===== src/design/cms_pkg.sv =====
`default_nettype none
package cms_pkg;
	// Register byte offsets on the AXI4-Lite bus
	localparam logic [7:0] CMS_OFF_STATUS    = 8'h00;
	localparam logic [7:0] CMS_OFF_TRIM      = 8'h04;
	localparam logic [7:0] CMS_OFF_CTRL_TWO  = 8'h08;
	localparam logic [7:0] CMS_OFF_CTRL_ONE  = 8'h0c;
	localparam logic [7:0] CMS_OFF_CTRL_THR  = 8'h10;

	// Field positions
	localparam int CMS_SRC_HI    = 7;
	localparam int CMS_SRC_LO    = 6;
	localparam int CMS_REFERENCE_DIVIDER_HI   = 5;
	localparam int CMS_REFERENCE_DIVIDER_LO   = 3;
	localparam int CMS_IREF_BIT  = 2;
	localparam int CMS_IRCLK_BIT = 1;
	localparam int CMS_BUS_DIVIDER_HI   = 7;
	localparam int CMS_BUS_DIVIDER_LO   = 6;
	localparam int CMS_RANGE_BIT = 5;
	localparam int CMS_HGO_BIT   = 4;
	localparam int CMS_LP_BIT    = 3;
	localparam int CMS_XTAL_BIT  = 2;
	localparam int CMS_EREN_BIT  = 1;
	localparam int CMS_LOOP_BIT  = 6;
	localparam int CMS_LOOP_MULTIPLIER_HI   = 3;
	localparam int CMS_LOOP_MULTIPLIER_LO   = 0;
	localparam int CMS_FINE_TRIM_BIT_BIT = 0;

	// Reset values
	localparam logic [1:0] CMS_RST_SRC  = 2'h0;
	localparam logic [2:0] CMS_RST_REFERENCE_DIVIDER = 3'h0;
	localparam logic [1:0] CMS_RST_BUS_DIVIDER = 2'h1;
	localparam logic [3:0] CMS_RST_LOOP_MULTIPLIER = 4'h1;
	localparam logic [7:0] CMS_RST_TRIM = 8'h80;

	// Source select and source status codes
	localparam logic [1:0] CMS_SRC_LOOP = 2'h0;
	localparam logic [1:0] CMS_SRC_INT  = 2'h1;
	localparam logic [1:0] CMS_SRC_EXT  = 2'h2;
	localparam logic [1:0] CMS_SRC_PLL  = 2'h3;

	localparam logic [1:0] CMS_RESP_OKAY   = 2'h0;
	localparam logic [1:0] CMS_RESP_SLVERR = 2'h2;

	// Timing
	localparam int CMS_CLK_KHZ           = 20000;
	localparam int CMS_IREF_STAB_US      = 100;
	localparam int CMS_FLL_LOCK_MS       = 1;
	localparam int CMS_IREF_STAB_CYCLES  = CMS_IREF_STAB_US * CMS_CLK_KHZ / 1000;
	localparam int CMS_LOCK_CYCLES       = CMS_FLL_LOCK_MS * CMS_CLK_KHZ;
	localparam int CMS_SRC_SWITCH_CYCLES = 4;
	localparam logic [10:0] CMS_FLL_FACTOR = 11'h400;

	typedef enum logic [2:0] {
		CMS_IDX_STATUS, CMS_IDX_TRIM, CMS_IDX_CTRL_TWO, CMS_IDX_CTRL_ONE,
		CMS_IDX_CTRL_THR, CMS_IDX_NONE
	} cms_idx_t;

	typedef enum logic [2:0] {
		CMS_FLL_ENGAGED_INTERNAL, CMS_FLL_ENGAGED_EXTERNAL, CMS_FLL_BYPASSED_EXTERNAL,
		CMS_FLL_BYPASSED_INTERNAL, CMS_PLL_ENGAGED_EXTERNAL, CMS_PLL_BYPASSED_EXTERNAL,
		CMS_LOW_POWER_BYPASSED_INTERNAL, CMS_LOW_POWER_BYPASSED_EXTERNAL
	} cms_mode_t;

	typedef enum {CMS_SW_IDLE, CMS_SW_SETTLE} cms_sw_state_t;
endpackage : cms_pkg
`default_nettype wire


===== src/design/cms_clock_mode_sequencer.sv =====
`timescale 1ns/1ps
`default_nettype none
module cms_clock_mode_sequencer
	import cms_pkg::*;
#(
	parameter int LOCK_CYCLES = CMS_LOCK_CYCLES
) (
	input  wire logic        aclk,
	input  wire logic        aresetn,
	input  wire logic [7:0]  s_axi_awaddr,
	input  wire logic        s_axi_awvalid,
	output var  logic        s_axi_awready,
	input  wire logic [31:0] s_axi_wdata,
	input  wire logic [3:0]  s_axi_wstrb,
	input  wire logic        s_axi_wvalid,
	output var  logic        s_axi_wready,
	output var  logic [1:0]  s_axi_bresp,
	output var  logic        s_axi_bvalid,
	input  wire logic        s_axi_bready,
	input  wire logic [7:0]  s_axi_araddr,
	input  wire logic        s_axi_arvalid,
	output var  logic        s_axi_arready,
	output var  logic [31:0] s_axi_rdata,
	output var  logic [1:0]  s_axi_rresp,
	output var  logic        s_axi_rvalid,
	input  wire logic        s_axi_rready,
	input  wire logic        osc_stable_pin,
	input  wire logic        debug_active_pin,
	output var  cms_mode_t   clock_mode,
	output var  logic [1:0]  active_source,
	output var  logic [10:0] freq_multiplier,
	output var  logic [10:0] freq_divisor,
	output var  logic [11:0] bus_divisor,
	output var  logic        fll_enable,
	output var  logic        pll_enable,
	output var  logic        internal_ref_enable,
	output var  logic        external_ref_enable,
	output var  logic        crystal_select,
	output var  logic        high_gain_oscillator,
	output var  logic        osc_range_high,
	output var  logic [7:0]  coarse_trim_value,
	output var  logic        fine_trim_bit
);
	// Software visible control fields
	logic [1:0]    source_select;
	logic [2:0]    reference_divider;
	logic          internal_ref_select;
	logic [1:0]    bus_divider;
	logic          low_power_bypass;
	logic          external_ref_en;
	logic          loop_select;
	logic [3:0]    loop_multiplier;
	// Hardware state
	logic          oscillator_ready;
	logic          lock;
	logic          loop_select_status;
	logic          ref_status;
	logic [1:0]    source_status;
	logic [2:0]    applied_reference_divider;
	logic [3:0]    applied_loop_multiplier;
	logic          applied_loop;
	logic [11:0]   iref_count;
	logic          iref_stable;
	logic [23:0]   lock_count;
	logic [8:0]    lock_cfg_prev;
	logic [7:0]    ref_count;
	logic [7:0]    sw_count;
	logic [1:0]    sw_target;
	cms_sw_state_t sw_state;
	logic [1:0]    osc_sync;
	logic [1:0]    dbg_sync;
	// Bus slave state
	logic [7:0]    aw_addr;
	logic          aw_full;
	logic [31:0]   w_data;
	logic [3:0]    w_strb;
	logic          w_full;
	// Combinational helpers
	logic          lp_eff;
	logic          ext_on;
	logic          ext_avail;
	logic          ref_ok;
	logic [1:0]    next_target;
	logic          target_avail;
	logic [8:0]    lock_cfg;
	cms_mode_t     next_mode;
	logic [10:0]   next_mult;
	logic [10:0]   next_div;
	logic [10:0]   r_factor;
	logic [10:0]   b_factor;

	function automatic cms_idx_t reg_index(input logic [7:0] addr);
		if (addr == CMS_OFF_STATUS) begin
			return CMS_IDX_STATUS;
		end else if (addr == CMS_OFF_TRIM) begin
			return CMS_IDX_TRIM;
		end else if (addr == CMS_OFF_CTRL_TWO) begin
			return CMS_IDX_CTRL_TWO;
		end else if (addr == CMS_OFF_CTRL_ONE) begin
			return CMS_IDX_CTRL_ONE;
		end else if (addr == CMS_OFF_CTRL_THR) begin
			return CMS_IDX_CTRL_THR;
		end else begin
			return CMS_IDX_NONE;
		end
	endfunction : reg_index

	// Pins come from the analog and debug domains
	always_ff @(posedge aclk) begin
		if (!aresetn) begin
			osc_sync <= 2'h0;
			dbg_sync <= 2'h0;
		end else begin
			osc_sync <= {osc_sync[0], osc_stable_pin};
			dbg_sync <= {dbg_sync[0], debug_active_pin};
		end
	end

	// Write channel capture: address and data may arrive in either order
	always_ff @(posedge aclk) begin
		if (!aresetn) begin
			aw_addr       <= 8'h00;
			aw_full       <= 1'b0;
			s_axi_awready <= 1'b0;
			w_data        <= 32'h0;
			w_strb        <= 4'h0;
			w_full        <= 1'b0;
			s_axi_wready  <= 1'b0;
			s_axi_bvalid  <= 1'b0;
			s_axi_bresp   <= CMS_RESP_OKAY;
		end else begin
			if (s_axi_awvalid && s_axi_awready) begin
				aw_addr       <= s_axi_awaddr;
				aw_full       <= 1'b1;
				s_axi_awready <= 1'b0;
			end else if (!aw_full && !s_axi_bvalid) begin
				s_axi_awready <= 1'b1;
			end
			if (s_axi_wvalid && s_axi_wready) begin
				w_data       <= s_axi_wdata;
				w_strb       <= s_axi_wstrb;
				w_full       <= 1'b1;
				s_axi_wready <= 1'b0;
			end else if (!w_full && !s_axi_bvalid) begin
				s_axi_wready <= 1'b1;
			end
			if (aw_full && w_full) begin
				aw_full      <= 1'b0;
				w_full       <= 1'b0;
				s_axi_bvalid <= 1'b1;
				s_axi_bresp  <= (reg_index(aw_addr) == CMS_IDX_NONE) ? CMS_RESP_SLVERR
				                                                      : CMS_RESP_OKAY;
			end else if (s_axi_bvalid && s_axi_bready) begin
				s_axi_bvalid <= 1'b0;
			end
		end
	end

	// Register writes; only byte lane 0 carries data. Trim is never self-loaded.
	always_ff @(posedge aclk) begin
		if (!aresetn) begin
			source_select        <= CMS_RST_SRC;
			reference_divider    <= CMS_RST_REFERENCE_DIVIDER;
			internal_ref_select  <= 1'b1;
			internal_ref_enable  <= 1'b0;
			bus_divider          <= CMS_RST_BUS_DIVIDER;
			osc_range_high       <= 1'b0;
			high_gain_oscillator <= 1'b0;
			low_power_bypass     <= 1'b0;
			crystal_select       <= 1'b0;
			external_ref_en      <= 1'b0;
			loop_select          <= 1'b0;
			loop_multiplier      <= CMS_RST_LOOP_MULTIPLIER;
			coarse_trim_value    <= CMS_RST_TRIM;
			fine_trim_bit        <= 1'b0;
		end else if (aw_full && w_full && w_strb[0]) begin
			case (reg_index(aw_addr))
				CMS_IDX_STATUS: begin
					fine_trim_bit <= w_data[CMS_FINE_TRIM_BIT_BIT];
				end
				CMS_IDX_TRIM: begin
					coarse_trim_value <= w_data[7:0];
				end
				CMS_IDX_CTRL_ONE: begin
					source_select       <= w_data[CMS_SRC_HI:CMS_SRC_LO];
					reference_divider   <= w_data[CMS_REFERENCE_DIVIDER_HI:CMS_REFERENCE_DIVIDER_LO];
					internal_ref_select <= w_data[CMS_IREF_BIT];
					internal_ref_enable <= w_data[CMS_IRCLK_BIT];
				end
				CMS_IDX_CTRL_TWO: begin
					bus_divider          <= w_data[CMS_BUS_DIVIDER_HI:CMS_BUS_DIVIDER_LO];
					osc_range_high       <= w_data[CMS_RANGE_BIT];
					high_gain_oscillator <= w_data[CMS_HGO_BIT];
					low_power_bypass     <= w_data[CMS_LP_BIT];
					crystal_select       <= w_data[CMS_XTAL_BIT];
					external_ref_en      <= w_data[CMS_EREN_BIT];
				end
				CMS_IDX_CTRL_THR: begin
					loop_select     <= w_data[CMS_LOOP_BIT];
					loop_multiplier <= w_data[CMS_LOOP_MULTIPLIER_HI:CMS_LOOP_MULTIPLIER_LO];
				end
				default: begin
				end
			endcase
		end
	end

	// Read channel: one word per read, answered the cycle after acceptance
	always_ff @(posedge aclk) begin
		if (!aresetn) begin
			s_axi_arready <= 1'b0;
			s_axi_rvalid  <= 1'b0;
			s_axi_rdata   <= 32'h0;
			s_axi_rresp   <= CMS_RESP_OKAY;
		end else if (s_axi_arvalid && s_axi_arready) begin
			s_axi_arready <= 1'b0;
			s_axi_rvalid  <= 1'b1;
			s_axi_rresp   <= CMS_RESP_OKAY;
			s_axi_rdata   <= 32'h0;
			case (reg_index(s_axi_araddr))
				CMS_IDX_STATUS: begin
					s_axi_rdata[7:0] <= {1'b0, lock, loop_select_status, ref_status,
					                     source_status, oscillator_ready, fine_trim_bit};
				end
				CMS_IDX_TRIM: begin
					s_axi_rdata[7:0] <= coarse_trim_value;
				end
				CMS_IDX_CTRL_ONE: begin
					s_axi_rdata[7:0] <= {source_select, reference_divider, internal_ref_select,
					                     internal_ref_enable, 1'b0};
				end
				CMS_IDX_CTRL_TWO: begin
					s_axi_rdata[7:0] <= {bus_divider, osc_range_high, high_gain_oscillator,
					                     low_power_bypass, crystal_select, external_ref_en, 1'b0};
				end
				CMS_IDX_CTRL_THR: begin
					s_axi_rdata[7:0] <= {1'b0, loop_select, 2'h0, loop_multiplier};
				end
				default: begin
					s_axi_rresp <= CMS_RESP_SLVERR;
				end
			endcase
		end else if (s_axi_rvalid && s_axi_rready) begin
			s_axi_rvalid  <= 1'b0;
			s_axi_arready <= 1'b1;
		end else if (!s_axi_rvalid) begin
			s_axi_arready <= 1'b1;
		end
	end

	// Low power is honoured only in the two bypass forms and never while debug runs
	always_comb begin
		lp_eff = low_power_bypass && !dbg_sync[1] &&
		         ((source_select == CMS_SRC_EXT && !internal_ref_select) ||
		          (source_select == CMS_SRC_INT && internal_ref_select && !loop_select));
		ext_on    = external_ref_en || !internal_ref_select || source_select == CMS_SRC_EXT;
		ext_avail = ext_on && (!crystal_select || oscillator_ready);
		ref_ok    = ref_status ? iref_stable : ext_avail;
	end

	always_ff @(posedge aclk) begin
		if (!aresetn) begin
			oscillator_ready <= 1'b0;
		end else begin
			oscillator_ready <= ext_on && crystal_select && osc_sync[1];
		end
	end

	always_ff @(posedge aclk) begin
		if (!aresetn) begin
			iref_count  <= 12'h0;
			iref_stable <= 1'b0;
		end else if (iref_count == 12'(CMS_IREF_STAB_CYCLES - 1)) begin
			iref_stable <= 1'b1;
		end else begin
			iref_count <= iref_count + 12'h1;
		end
	end

	// Divider and loop changes wait while the loops are powered down
	always_ff @(posedge aclk) begin
		if (!aresetn) begin
			applied_reference_divider <= CMS_RST_REFERENCE_DIVIDER;
			applied_loop_multiplier <= CMS_RST_LOOP_MULTIPLIER;
			applied_loop <= 1'b0;
		end else if (!lp_eff) begin
			applied_reference_divider <= reference_divider;
			applied_loop_multiplier <= loop_multiplier;
			applied_loop <= loop_select;
		end
	end

	always_ff @(posedge aclk) begin
		if (!aresetn) begin
			loop_select_status <= 1'b0;
			fll_enable         <= 1'b0;
			pll_enable         <= 1'b0;
		end else begin
			loop_select_status <= applied_loop;
			// Enables follow the loop status on the same edge as the bypassed external modes; engaged modes change only after the source switch settles
			fll_enable         <= !lp_eff && !loop_select_status;
			pll_enable         <= !lp_eff && loop_select_status;
		end
	end

	// Reference switch holds the old reference until the new one is usable
	always_ff @(posedge aclk) begin
		if (!aresetn) begin
			ref_status <= 1'b1;
			ref_count  <= 8'h0;
		end else if (internal_ref_select == ref_status ||
		             !(internal_ref_select ? iref_stable : ext_avail)) begin
			ref_count <= 8'h0;
		end else if (ref_count == 8'(CMS_SRC_SWITCH_CYCLES - 1)) begin
			ref_status <= internal_ref_select;
			ref_count  <= 8'h0;
		end else begin
			ref_count <= ref_count + 8'h1;
		end
	end

	// Any change in what the loop locks to restarts acquisition
	assign lock_cfg = {applied_loop, ref_status, applied_reference_divider, applied_loop_multiplier};

	always_ff @(posedge aclk) begin
		if (!aresetn) begin
			lock          <= 1'b0;
			lock_count    <= 24'h0;
			lock_cfg_prev <= 9'h0;
		end else begin
			lock_cfg_prev <= lock_cfg;
			if (lp_eff || !ref_ok || lock_cfg != lock_cfg_prev) begin
				lock       <= 1'b0;
				lock_count <= 24'h0;
			end else if (lock_count == 24'(LOCK_CYCLES - 1)) begin
				lock <= 1'b1;
			end else begin
				lock_count <= lock_count + 24'h1;
			end
		end
	end

	always_comb begin
		case (source_select)
			CMS_SRC_LOOP: begin
				next_target  = loop_select_status ? CMS_SRC_PLL : CMS_SRC_LOOP;
				target_avail = !lp_eff && ref_ok;
			end
			CMS_SRC_INT: begin
				next_target  = CMS_SRC_INT;
				target_avail = iref_stable;
			end
			CMS_SRC_EXT: begin
				next_target  = CMS_SRC_EXT;
				target_avail = ext_avail;
			end
			default: begin
				next_target  = source_status;
				target_avail = 1'b0;
			end
		endcase
	end

	// The output mux and its status change together after the new clock settles
	always_ff @(posedge aclk) begin
		if (!aresetn) begin
			sw_state      <= CMS_SW_IDLE;
			sw_count      <= 8'h0;
			sw_target     <= CMS_SRC_LOOP;
			source_status <= CMS_SRC_LOOP;
			active_source <= CMS_SRC_LOOP;
		end else begin
			case (sw_state)
				CMS_SW_IDLE: begin
					sw_count <= 8'h0;
					if (next_target != source_status && target_avail) begin
						sw_target <= next_target;
						sw_state  <= CMS_SW_SETTLE;
					end
				end
				CMS_SW_SETTLE: begin
					if (next_target != sw_target || !target_avail) begin
						sw_state <= CMS_SW_IDLE;
					end else if (sw_count == 8'(CMS_SRC_SWITCH_CYCLES - 1)) begin
						source_status <= sw_target;
						active_source <= sw_target;
						sw_state      <= CMS_SW_IDLE;
					end else begin
						sw_count <= sw_count + 8'h1;
					end
				end
				default: begin
					sw_state <= CMS_SW_IDLE;
				end
			endcase
		end
	end

	// Mode as actually running, reachable only through the documented paths
	always_comb begin
		r_factor = 11'h1 << applied_reference_divider;
		b_factor = 11'h1 << bus_divider;
		case (source_status)
			CMS_SRC_LOOP: begin
				next_mode = ref_status ? CMS_FLL_ENGAGED_INTERNAL : CMS_FLL_ENGAGED_EXTERNAL;
				next_mult = CMS_FLL_FACTOR;
				next_div  = ref_status ? b_factor : 11'(r_factor * b_factor);
			end
			CMS_SRC_PLL: begin
				next_mode = CMS_PLL_ENGAGED_EXTERNAL;
				next_mult = {5'h0, applied_loop_multiplier, 2'h0};
				next_div  = 11'(r_factor * b_factor);
			end
			CMS_SRC_INT: begin
				next_mode = lp_eff ? CMS_LOW_POWER_BYPASSED_INTERNAL : CMS_FLL_BYPASSED_INTERNAL;
				next_mult = 11'h1;
				next_div  = b_factor;
			end
			default: begin
				next_mode = lp_eff ? CMS_LOW_POWER_BYPASSED_EXTERNAL :
				            (loop_select_status ? CMS_PLL_BYPASSED_EXTERNAL
				                                : CMS_FLL_BYPASSED_EXTERNAL);
				next_mult = 11'h1;
				next_div  = b_factor;
			end
		endcase
	end

	always_ff @(posedge aclk) begin
		if (!aresetn) begin
			clock_mode          <= CMS_FLL_ENGAGED_INTERNAL;
			freq_multiplier     <= CMS_FLL_FACTOR;
			freq_divisor        <= 11'(1 << CMS_RST_BUS_DIVIDER);
			bus_divisor         <= 12'(2 << CMS_RST_BUS_DIVIDER);
			external_ref_enable <= 1'b0;
		end else begin
			clock_mode          <= next_mode;
			freq_multiplier     <= next_mult;
			freq_divisor        <= next_div;
			bus_divisor         <= {next_div, 1'b0};
			external_ref_enable <= ext_on;
		end
	end
endmodule : cms_clock_mode_sequencer
`default_nettype wire


===== config.mk =====
export PLATFORM = sky130hd
export DESIGN_NAME = cms_clock_mode_sequencer
export DESIGN_NICKNAME = d
export VERILOG_FILES = /design/src/design/cms_pkg.sv /design/src/design/cms_clock_mode_sequencer.sv
export SDC_FILE = /design/constraint.sdc
export NUM_CORES = 1
export LEC_CHECK = 0
export BUFFER_PORTS_ARGS = -buffer_cell sky130_fd_sc_hd__buf_2
export CAP_MARGIN = 5
export CORE_ASPECT_RATIO = 1.2
export CORE_UTILIZATION = 60
export DETAILED_ROUTE_END_ITERATION = 7
export PLACE_DENSITY = 0.85
export SLEW_MARGIN = 10
export SYNTH_ARGS = -nofsm -noshare
export SYNTH_HDL_FRONTEND = slang
export SYNTH_SLANG_ARGS = --single-unit
export TNS_END_PERCENT = 50

===== constraint.sdc =====
create_clock -name aclk -period 6.57 [get_ports aclk]
set_clock_uncertainty 0.05 [all_clocks]
set_input_delay 0.657 -clock aclk [delete_from_list [all_inputs] [get_ports aclk]]
set_output_delay 0.657 -clock aclk [all_outputs]
set_load 0.05 [all_outputs]

Word level (Yosys, flattened, before mapping)
Cells that the tools add are included.
{ "word_totals": {"elab_cells": 210, "in_bits": 61, "output_inout_bits": 96, "register_bits": 207} }
{ "op_classes": {"multipliers": 1, "n_reduce_logical": 68, "add_sub_neg": 4, "n_eq_ne": 35, "shifts": 2, "muxes": 45, "bitwise_logic": 3} }
{ "op_table": {"columns": ["cell", "count"], "rows": [
  ["2-to-1 mux 32 bit", 3],
  ["one-hot mux 32 bit (2 select lines)", 1],
  ["2-to-1 mux 3 bit", 17],
  ["one-hot mux 11 bit (2 select lines)", 2],
  ["one-hot mux 8 bit (5 select lines)", 1],
  ["== test 32 x 1 -> 1 bit (second input constant)", 1],
  ["== test 8 x 4 -> 1 bit (second input constant)", 4],
  ["logical NOT 32 bit", 1],
  ["adder 24 x 1 -> 24 bit (second input constant)", 1],
  ["== test 24 x 15 -> 1 bit (second input constant)", 1],
  ["logical AND 1 bit", 21],
  ["adder 8 x 1 -> 8 bit (second input constant)", 2],
  ["== test 8 x 2 -> 1 bit (second input constant)", 2],
  ["== test 8 x 3 -> 1 bit (second input constant)", 2],
  ["== test 8 x 5 -> 1 bit (second input constant)", 2],
  ["logical NOT 8 bit", 2],
  ["2-to-1 mux 8 bit", 2],
  ["one-hot mux 8 bit (2 select lines)", 1],
  ["AND reduction 2 bit", 8],
  ["adder 12 x 1 -> 12 bit (second input constant)", 1],
  ["== test 12 x 11 -> 1 bit (second input constant)", 1],
  ["== test 3 x 2 -> 1 bit (second input constant)", 4],
  ["logical NOT 1 bit", 12],
  ["multiplier 11 x 11 -> 11 bit", 1],
  ["27 further kinds", 65]
]} }

Depth between registers and ports, before layout
Gate-level depths: netlist of run 1.
{ "depth": {"depth_word": 12, "mapped_depth": 17, "mapped_depth_nobuf": 16} }

Worst setup path after synthesis of run 1
OpenSTA, ideal clock, no wires.
{ "synth_timing": {"kind": "flip-flop to flip-flop", "from": "register applied_reference_divider[2]", "to": "register bus_divisor[11]", "path_stages_with_launch": 17, "arrival_ps": 3958, "path_buffers": 1, "required_time_ps": 6402, "setup_ps": 118, "period_less_slack_ps": 4127, "setup_slack_ps": 2443, "cell_sequence": "dfxtp_1 clkbuf_1 or3b_2 nor2_1 ha_1 ha_1 fa_1 ha_1 inv_1 fa_1 inv_1 ha_1 nand3_1 o211ai_1 o41ai_1 xnor2_1 nor2_1"} }
{ "synth_via": {"elab_chain_cells": 4} }
{ "synth_rtl": {"columns": ["element", "line", "rtl"], "rows": [
  ["start, declared", "cms_clock_mode_sequencer.sv:59", "logic [2:0] applied_reference_divider;"],
  ["start signal, assigned", "cms_clock_mode_sequencer.sv:287", "applied_reference_divider <= reference_divider;"],
  ["left shift 1 x 3 -> 11 bit (*)", "cms_clock_mode_sequencer.sv:401", "r_factor = 11'h1 << applied_reference_divider;"],
  ["multiplier 11 x 11 -> 11 bit (*)", "cms_clock_mode_sequencer.sv:407, cms_clock_mode_sequencer.sv:412", null],
  ["2-to-1 mux 11 bit", "cms_clock_mode_sequencer.sv:407", "next_div = ref_status ? b_factor : 11'(r_factor * b_factor);"],
  ["one-hot mux 11 bit (2 select lines) (*)", "cms_clock_mode_sequencer.sv:403", "case (source_status)"],
  ["end signal, assigned", "cms_clock_mode_sequencer.sv:434", "bus_divisor <= 12'(2 << CMS_RST_BUS_DIVIDER);"],
  ["end signal, assigned", "cms_clock_mode_sequencer.sv:440", "bus_divisor <= {next_div, 1'b0};"],
  ["end, declared", "cms_clock_mode_sequencer.sv:33", "output var logic [11:0] bus_divisor,"]
]} }
Every way passes the cells marked *; elsewhere a longest branch is shown, timed or not.
A chain may end at the register's enable or synchronous reset.

Worst setup path in the final report of run 1
Same ends and word-level chain as after synthesis.

==> results_dict.tcl, run 1 <==
set metrics [dict create \
    tightest_slew_ns 1.12 \
    route.detailed.drc 0 \
    regArea_mm2 0.00334 \
    fin_util_pct 68.2 \
    critical_path_arrival_ns 4.56 \
    grt_antenna_before_repair 0 \
    finalMaxSlewViolations 0 \
    initial_core_util_pct 61.7 \
    drt_iter0_markers 356 \
    hold_path_class "reg -> reg" \
    yosysTopAreaCellShare_pct 39.2 \
    synth-async-reset-ratio_pct 0 \
    die_w_um 111 \
    multi_input_area_mm2 0.00460 \
    grt_max_degree 63 \
    cp.required_ns 6.83 \
    synth.avg_cell_area_um2 8.70 \
    vias_per_cell 5.47 \
    wl_um 17100 \
    row_count 47 \
    status "completed" \
    setup_violations 0 \
    synth-main-ff-cell "dfxtp_1" \
    core_area_mm2 0.0138 \
    ys_seq_area_share_pct 39.2 \
    ctsRootBufferMaster "clkbuf_16" \
    cts_made_buffers 17 \
    io_buffers 97 \
    fp.dieH_um 133 \
    drt.antenna.violating_nets 0 \
    setup-tns-final_ns 0 \
    post_cts_buffers 0 \
    worstSetupStartpointType "flip-flop" \
    htreeDepth 4 \
    cp_max_fo 11 \
    synth_area_mm2 0.00853 \
    fmax_mhz 232 \
    clk_latency_ns 0.43 \
    area_delta_synth_final_pct 10.6 \
    fin_crit_sh_pct 65.5 \
    drt-pass1-iter-count 5 \
    irDropWorstVdd_mv 0.169 \
    grt-ovfl-total 0 \
    netlist_instances 980 \
    clk_pin_slew_ns 0.06 \
    final_cells 1229 \
    netlist_top_cells_area "dfxtp_1 39%, ha_1 6.2%, nor2_1 5.6%, mux2i_1 4.9%, nand2_1 4.3%" \
    dp.cells 1198 \
    cts_buffer_depth 2 \
    antenna-diode-count 0 \
    end_kind "flip-flop" \
    ioPinCount 157 \
    worstSetupPathType "reg -> reg" \
    yosys.area.top_type "dfxtp_1" \
    synth.most_common_cell "dfxtp_1" \
    clock_sinks 167 \
    ys_ff_latch 167 \
    nFillCells 1083 \
    ys_warn_count 0 \
    dp_hpwl_um 12100 \
    rsz0062_at_grt "no" \
    grt_pass1_vias 6238 \
    power_density_mw_per_mm2 228 \
    grt_pass1_wl_um 28400 \
    cts_tree "yes" \
    nets 1160 \
    cap_violations 0 \
    drive_gt1_share_pct 15.5 \
    wl_per_cell_um 13.9 \
    hold_viol 0 \
    yosys-top-cells-count "167 x dfxtp_1, 127 x nor2_1, 97 x nand2_1, 46 x inv_1, 44 x a21oi_1" \
    ys_types 61 \
    gp_congestion 0.847 \
    maxSlewHeadroom_pct 25.4 \
    cts.repair.resized 0 \
    synth_edf_count 0 \
    dieArea_mm2 0.0147 \
    p_leak_nw 4.08 \
    ctsHoldBuffers 0 \
    vias 6728 \
    grt_usage_pct 23.5 \
    period_minus_slack_ns 4.30 \
]
critical path: stages (launching register included):
cell	delay, ns
dfxtp_1	0.52
or3b_2	0.53
nor2_1	0.13
ha_1	0.24
ha_1	0.20
fa_1	0.48
ha_1	0.29
inv_1	0.05
fa_1	0.52
inv_1	0.04
ha_1	0.35
nand3_1	0.10
o211ai_1	0.12
o41ai_1	0.33
xnor2_1	0.16
nor2_1	0.05
report_power, final:
group,leakage [nW],internal [mW],switching (mW)
sequential,1.35,1.03,0.0136
combinational,2.44,0.0281,0.0908
clock,0.287,0.591,0.403
total,4.08,1.65,0.508
cells by family (layout without fill, tap and decap cells):
group / Yosys count / count (layout) / share of synthesized area [%]
and+or+nand+nor: 406 / 406 / 23.7
DFF: 167 / 167 / 39.2
buffers and inverters: 131 / 178 / 8.19
AOI/OAI and AO/OA: 116 / 116 / 8.19
xor gates and xnor gates: 59 / 59 / 6.06
adders and majority gates: 53 / 53 / 8.75
muxes: 47 / 47 / 5.85
other: 1 / 32 / 0.0440
state kept, by name, indices dropped and copies added, names as in the netlist, 2 cells and up:
signal                     count
clock_mode                     3
applied_reference_divider      3
freq_multiplier                6
loop_multiplier                4
sw_count                       8
osc_sync                       2
coarse_trim_value              8
s_axi_rdata                    8
lock_count                    24
bus_divisor                   11
ref_count                      8
dbg_sync                       2
lock_cfg_prev                  8
sw_target                      2
source_select                  2
source_status                  2
iref_count                    12
aw_addr                        8
w_data                         8
applied_loop_multiplier        4
bus_divider                    2
reference_divider              3
final timing paths:
check	startpoint	endpoint	slack, ns	cells past startpoint
min reg2reg	dbg_sync[0]	dbg_sync[1]	0.38	1
max	applied_reference_divider[2]	bus_divisor[11]	2.27	15
max reg2reg	applied_reference_divider[2]	bus_divisor[11]	2.27	15
min	dbg_sync[0]	dbg_sync[1]	0.38	1
per-stage QoR:
stage | setup slack [ns] | instance area (um^2) | hold WS (ns) | power, mW
2_1_floorplan | 2.44 | 8640 | 0.362 | 1.17
3_3_place_gp | 2.34 | 8840 | 0.371 | 1.18
3_5_place_dp | 2.29 | 8840 | 0.369 | 1.18
4_1_cts | 2.27 | 9430 | 0.381 | 2.16
5_1_grt | 2.03 | 9430 | 0.396 | 2.22
6_report | 2.27 | 9430 | 0.383 | 2.15
cells in the final DEF (no fill, tap or decap), types with 11 or more instances in the layout:
| master | netlist | routed |
|---|---|---|
| dfxtp_1 | 167 | 167 |
| nor2_1 | 127 | 127 |
| nand2_1 | 97 | 97 |
| buf_2 | 6 | 97 |
| inv_1 | 46 | 46 |
| a21oi_1 | 44 | 44 |
| nand3_1 | 43 | 43 |
| mux2i_1 | 42 | 42 |
| ha_1 | 42 | 42 |
| xnor2_1 | 36 | 36 |
| o21ai_0 | 33 | 33 |
| conb_1 | 1 | 32 |
| xor2_1 | 23 | 23 |
| and2_1 | 21 | 21 |
| and3_1 | 18 | 18 |
| clkbuf_16 | 0 | 17 |
| nor3_1 | 15 | 15 |
| nand2b_1 | 13 | 13 |
| nor4_1 | 11 | 11 |
| fa_1 | 11 | 11 |
layer usage:
layer	share of wire, %	global-route usage [%]	wire length [um]
met4	2.8	11.2	475
met3	4.4	4.86	745
met1	43	27.6	7270
met2	50	41.1	8610
met5	0	0	0
final cells by class:
class                   count  area share [%]
multi-input cells         713            48.8
flip-flops and latches    167            35.5
repair buffers             99            5.31
clock buffers              22            5.03
well taps                 171            2.27
inverters                  48            1.91
clock inverters             9            1.23
No activity file was read; power rests on OpenSTA's default activity.
==> run 2, diff against run 1 <==
- CORE_UTILIZATION: 60 -> 51
- PLACE_DENSITY: 0.85 -> 0.77
- clock period: 6.57 -> 3.7 ns (I/O delays scaled with it)
==> run 2 against run 1 <==
  * The run now ends with setup timing left
  * Critical path depth unchanged
  * Fmax increased by 15%
  * Largest power group unchanged
  * Register-to-register slack got worse by 2.3 ns
  * Global-route usage decreased by 2.6 points
  * Non-clock buffer count increased by 20
  * Combinational power increased by 78%
  * Final cell count increased by 5.0%
  * Sequential power increased by 77%
  * Worst setup slack got worse by 2.3 ns
==> results_dict.tcl, run 2 (same netlist as run 1, synthesis figures left out) <==
set metrics [dict create \
    status "finished, violations left" \
    violations "setup timing" \
    grt-ovfl-total 0 \
    p_leak_nw 4.18 \
    cts_made_buffers 17 \
    place_ws_ns -0.0466 \
    worstSetupPathType "reg -> reg" \
    internal_power_mw 2.83 \
    period_minus_slack_ns 3.74 \
    row_count 51 \
    p_sw_uw 984 \
    grt_pass1_wl_um 28800 \
    grt_usage_pct 20.9 \
    core_area_mm2 0.0163 \
    end_kind "flip-flop" \
    post_cts_buffers 0 \
    htreeDepth 4 \
    clk_pin_slew_ns 0.07 \
    tightest_slew_ns 1.08 \
    gp_congestion 0.843 \
    worstSetupStartpointType "flip-flop" \
    die_w_um 120 \
    grt_antenna_before_repair 0 \
    cap_violations 0 \
    setup_slack_ns -0.0379 \
    critical_path_arrival_ns 4.01 \
    rsz0062_at_grt "yes" \
    clk_latency_ns 0.44 \
    ctsHoldBuffers 0 \
    cp_slowest_cell "fa_1" \
    final_common_cell "dfxtp_1" \
    seq_power_share_pct 48.4 \
    nets 1180 \
    drt.antenna.violating_nets 0 \
    cp_max_fo 7 \
    ioPinCount 157 \
    p_comb_share_pct 5.6 \
    hold_path_class "in -> reg" \
    irDropWorstVdd_mv 0.336 \
    vias_per_cell 5.21 \
    top_register "lock_count" \
    setup_violations 1 \
    vias 6727 \
    power_density_mw_per_mm2 392 \
    reg_top3 "lock_count (24), iref_count (12), bus_divisor (11)" \
    io_buffers 97 \
    dp_hpwl_um 12800 \
    initial_core_util_pct 52.4 \
    clkPwrFrac_pct 46.1 \
    fp.dieH_um 144 \
    largest_register_ffs 24 \
    nFillCells 1429 \
    hold_viol 0 \
    ctsRootBufferMaster "clkbuf_16" \
    dieArea_mm2 0.0172 \
    cts_buffer_depth 2 \
    finalMaxSlewViolations 0 \
    most-common-layout-cells "164 x dfxtp_1, 127 x nor2_1, 97 x nand2_1, 97 x buf_2, 44 x inv_1" \
    antenna-diode-count 0 \
    grt_pass1_vias 6248 \
    clock_sinks 167 \
    wl_um 17300 \
    drive_gt1_share_pct 18.5 \
    path_cells "or3b_4, nor2_1, ha_1, ha_2, fa_1, ha_1, inv_1, fa_1, inv_2, ha_4, nand3_1, o211ai_1, o41ai_2, xnor2_1, nor2_1" \
    wl_per_cell_um 13.4 \
    area_delta_synth_final_pct 13.9 \
    cp.required_ns 3.97 \
    total_power_mw 3.81 \
    switching_share_pct 25.8 \
    grt_max_degree 62 \
    route.detailed.drc 0 \
    fmax_mhz 268 \
    drt-pass1-iter-count 4 \
    drt_iter0_markers 251 \
    max_stage_delay_ns 0.49 \
    fin_util_pct 59.7 \
    fin_crit_sh_pct 101 \
    cts_tree "yes" \
    maxSlewHeadroom_pct 28.0 \
]
## run 2: final cells by class
class	instances	area, um^2	area share, %
clock buffer	17	425	4.38
inverter	48	180	1.86
sequential	167	3350	34.5
multi-input combinational	713	4670	48.1
timing repair buffer	119	651	6.70
clock inverter	15	161	1.66
tap	212	265	2.73
## run 2: routing by layer
layer | global-route usage [%] | wire, um
met1 | 24.7 | 7520
met3 | 5.20 | 775
met2 | 36.6 | 8640
met4 | 7.50 | 331
met5 | 0 | 0
## run 2: worst paths after layout
check / start / to / slack [ns] / cells after the start
setup / recovery: applied_reference_divider[2] / bus_divisor[11] / -0.04 / 15
hold / removal: osc_stable_pin / osc_sync[0] / 0.08 / 2
setup reg to reg: applied_reference_divider[2] / bus_divisor[11] / -0.04 / 15
hold reg to reg: osc_sync[0] / osc_sync[1] / 0.39 / 1
## run 2: what timing repair did
item,CTS,global route
pin swaps,0,1
gates resized for setup,1,4
endpoints found under the setup margin,1,3
## run 2: stage by stage
stage | cell area [um^2] | TNS [ns] | cells | hold WS, ns
finish | 9710 | -0.0379 | 1291 | 0.0820
global route | 9710 | -0.497 | 1291 | 0.0676
CTS | 9690 | -0.0665 | 1291 | 0.0770
detailed placement | 9100 | -0.0466 | 1259 | 0.374
global placement | 9100 | 0 | 1259 | 0.375
floorplan | 8740 | 0 | 1011 | 0.362
## run 2: worst max-delay path, delay by kind of cell, from the launching register on
kind | cells | cell delay (ns)
adders and majority gates | 6 | 1.86
and+or+nand+nor | 4 | 0.64
AOI/OAI and AO/OA | 2 | 0.45
DFF | 1 | 0.36
xor gates and xnor gates | 1 | 0.16
buffers and inverters | 2 | 0.10
## run 2: power by group through the flow
| stage | Clock (mW) | Combinational, mW | Sequential [mW] |
|---|---|---|---|
| CTS | 1.77 | 0.213 | 1.84 |
| global route | 1.87 | 0.231 | 1.85 |
| floorplan | 0 | 0.181 | 1.90 |
| detailed placement | 0 | 0.212 | 1.89 |
| global placement | 0 | 0.209 | 1.88 |
| finish | 1.75 | 0.212 | 1.84 |
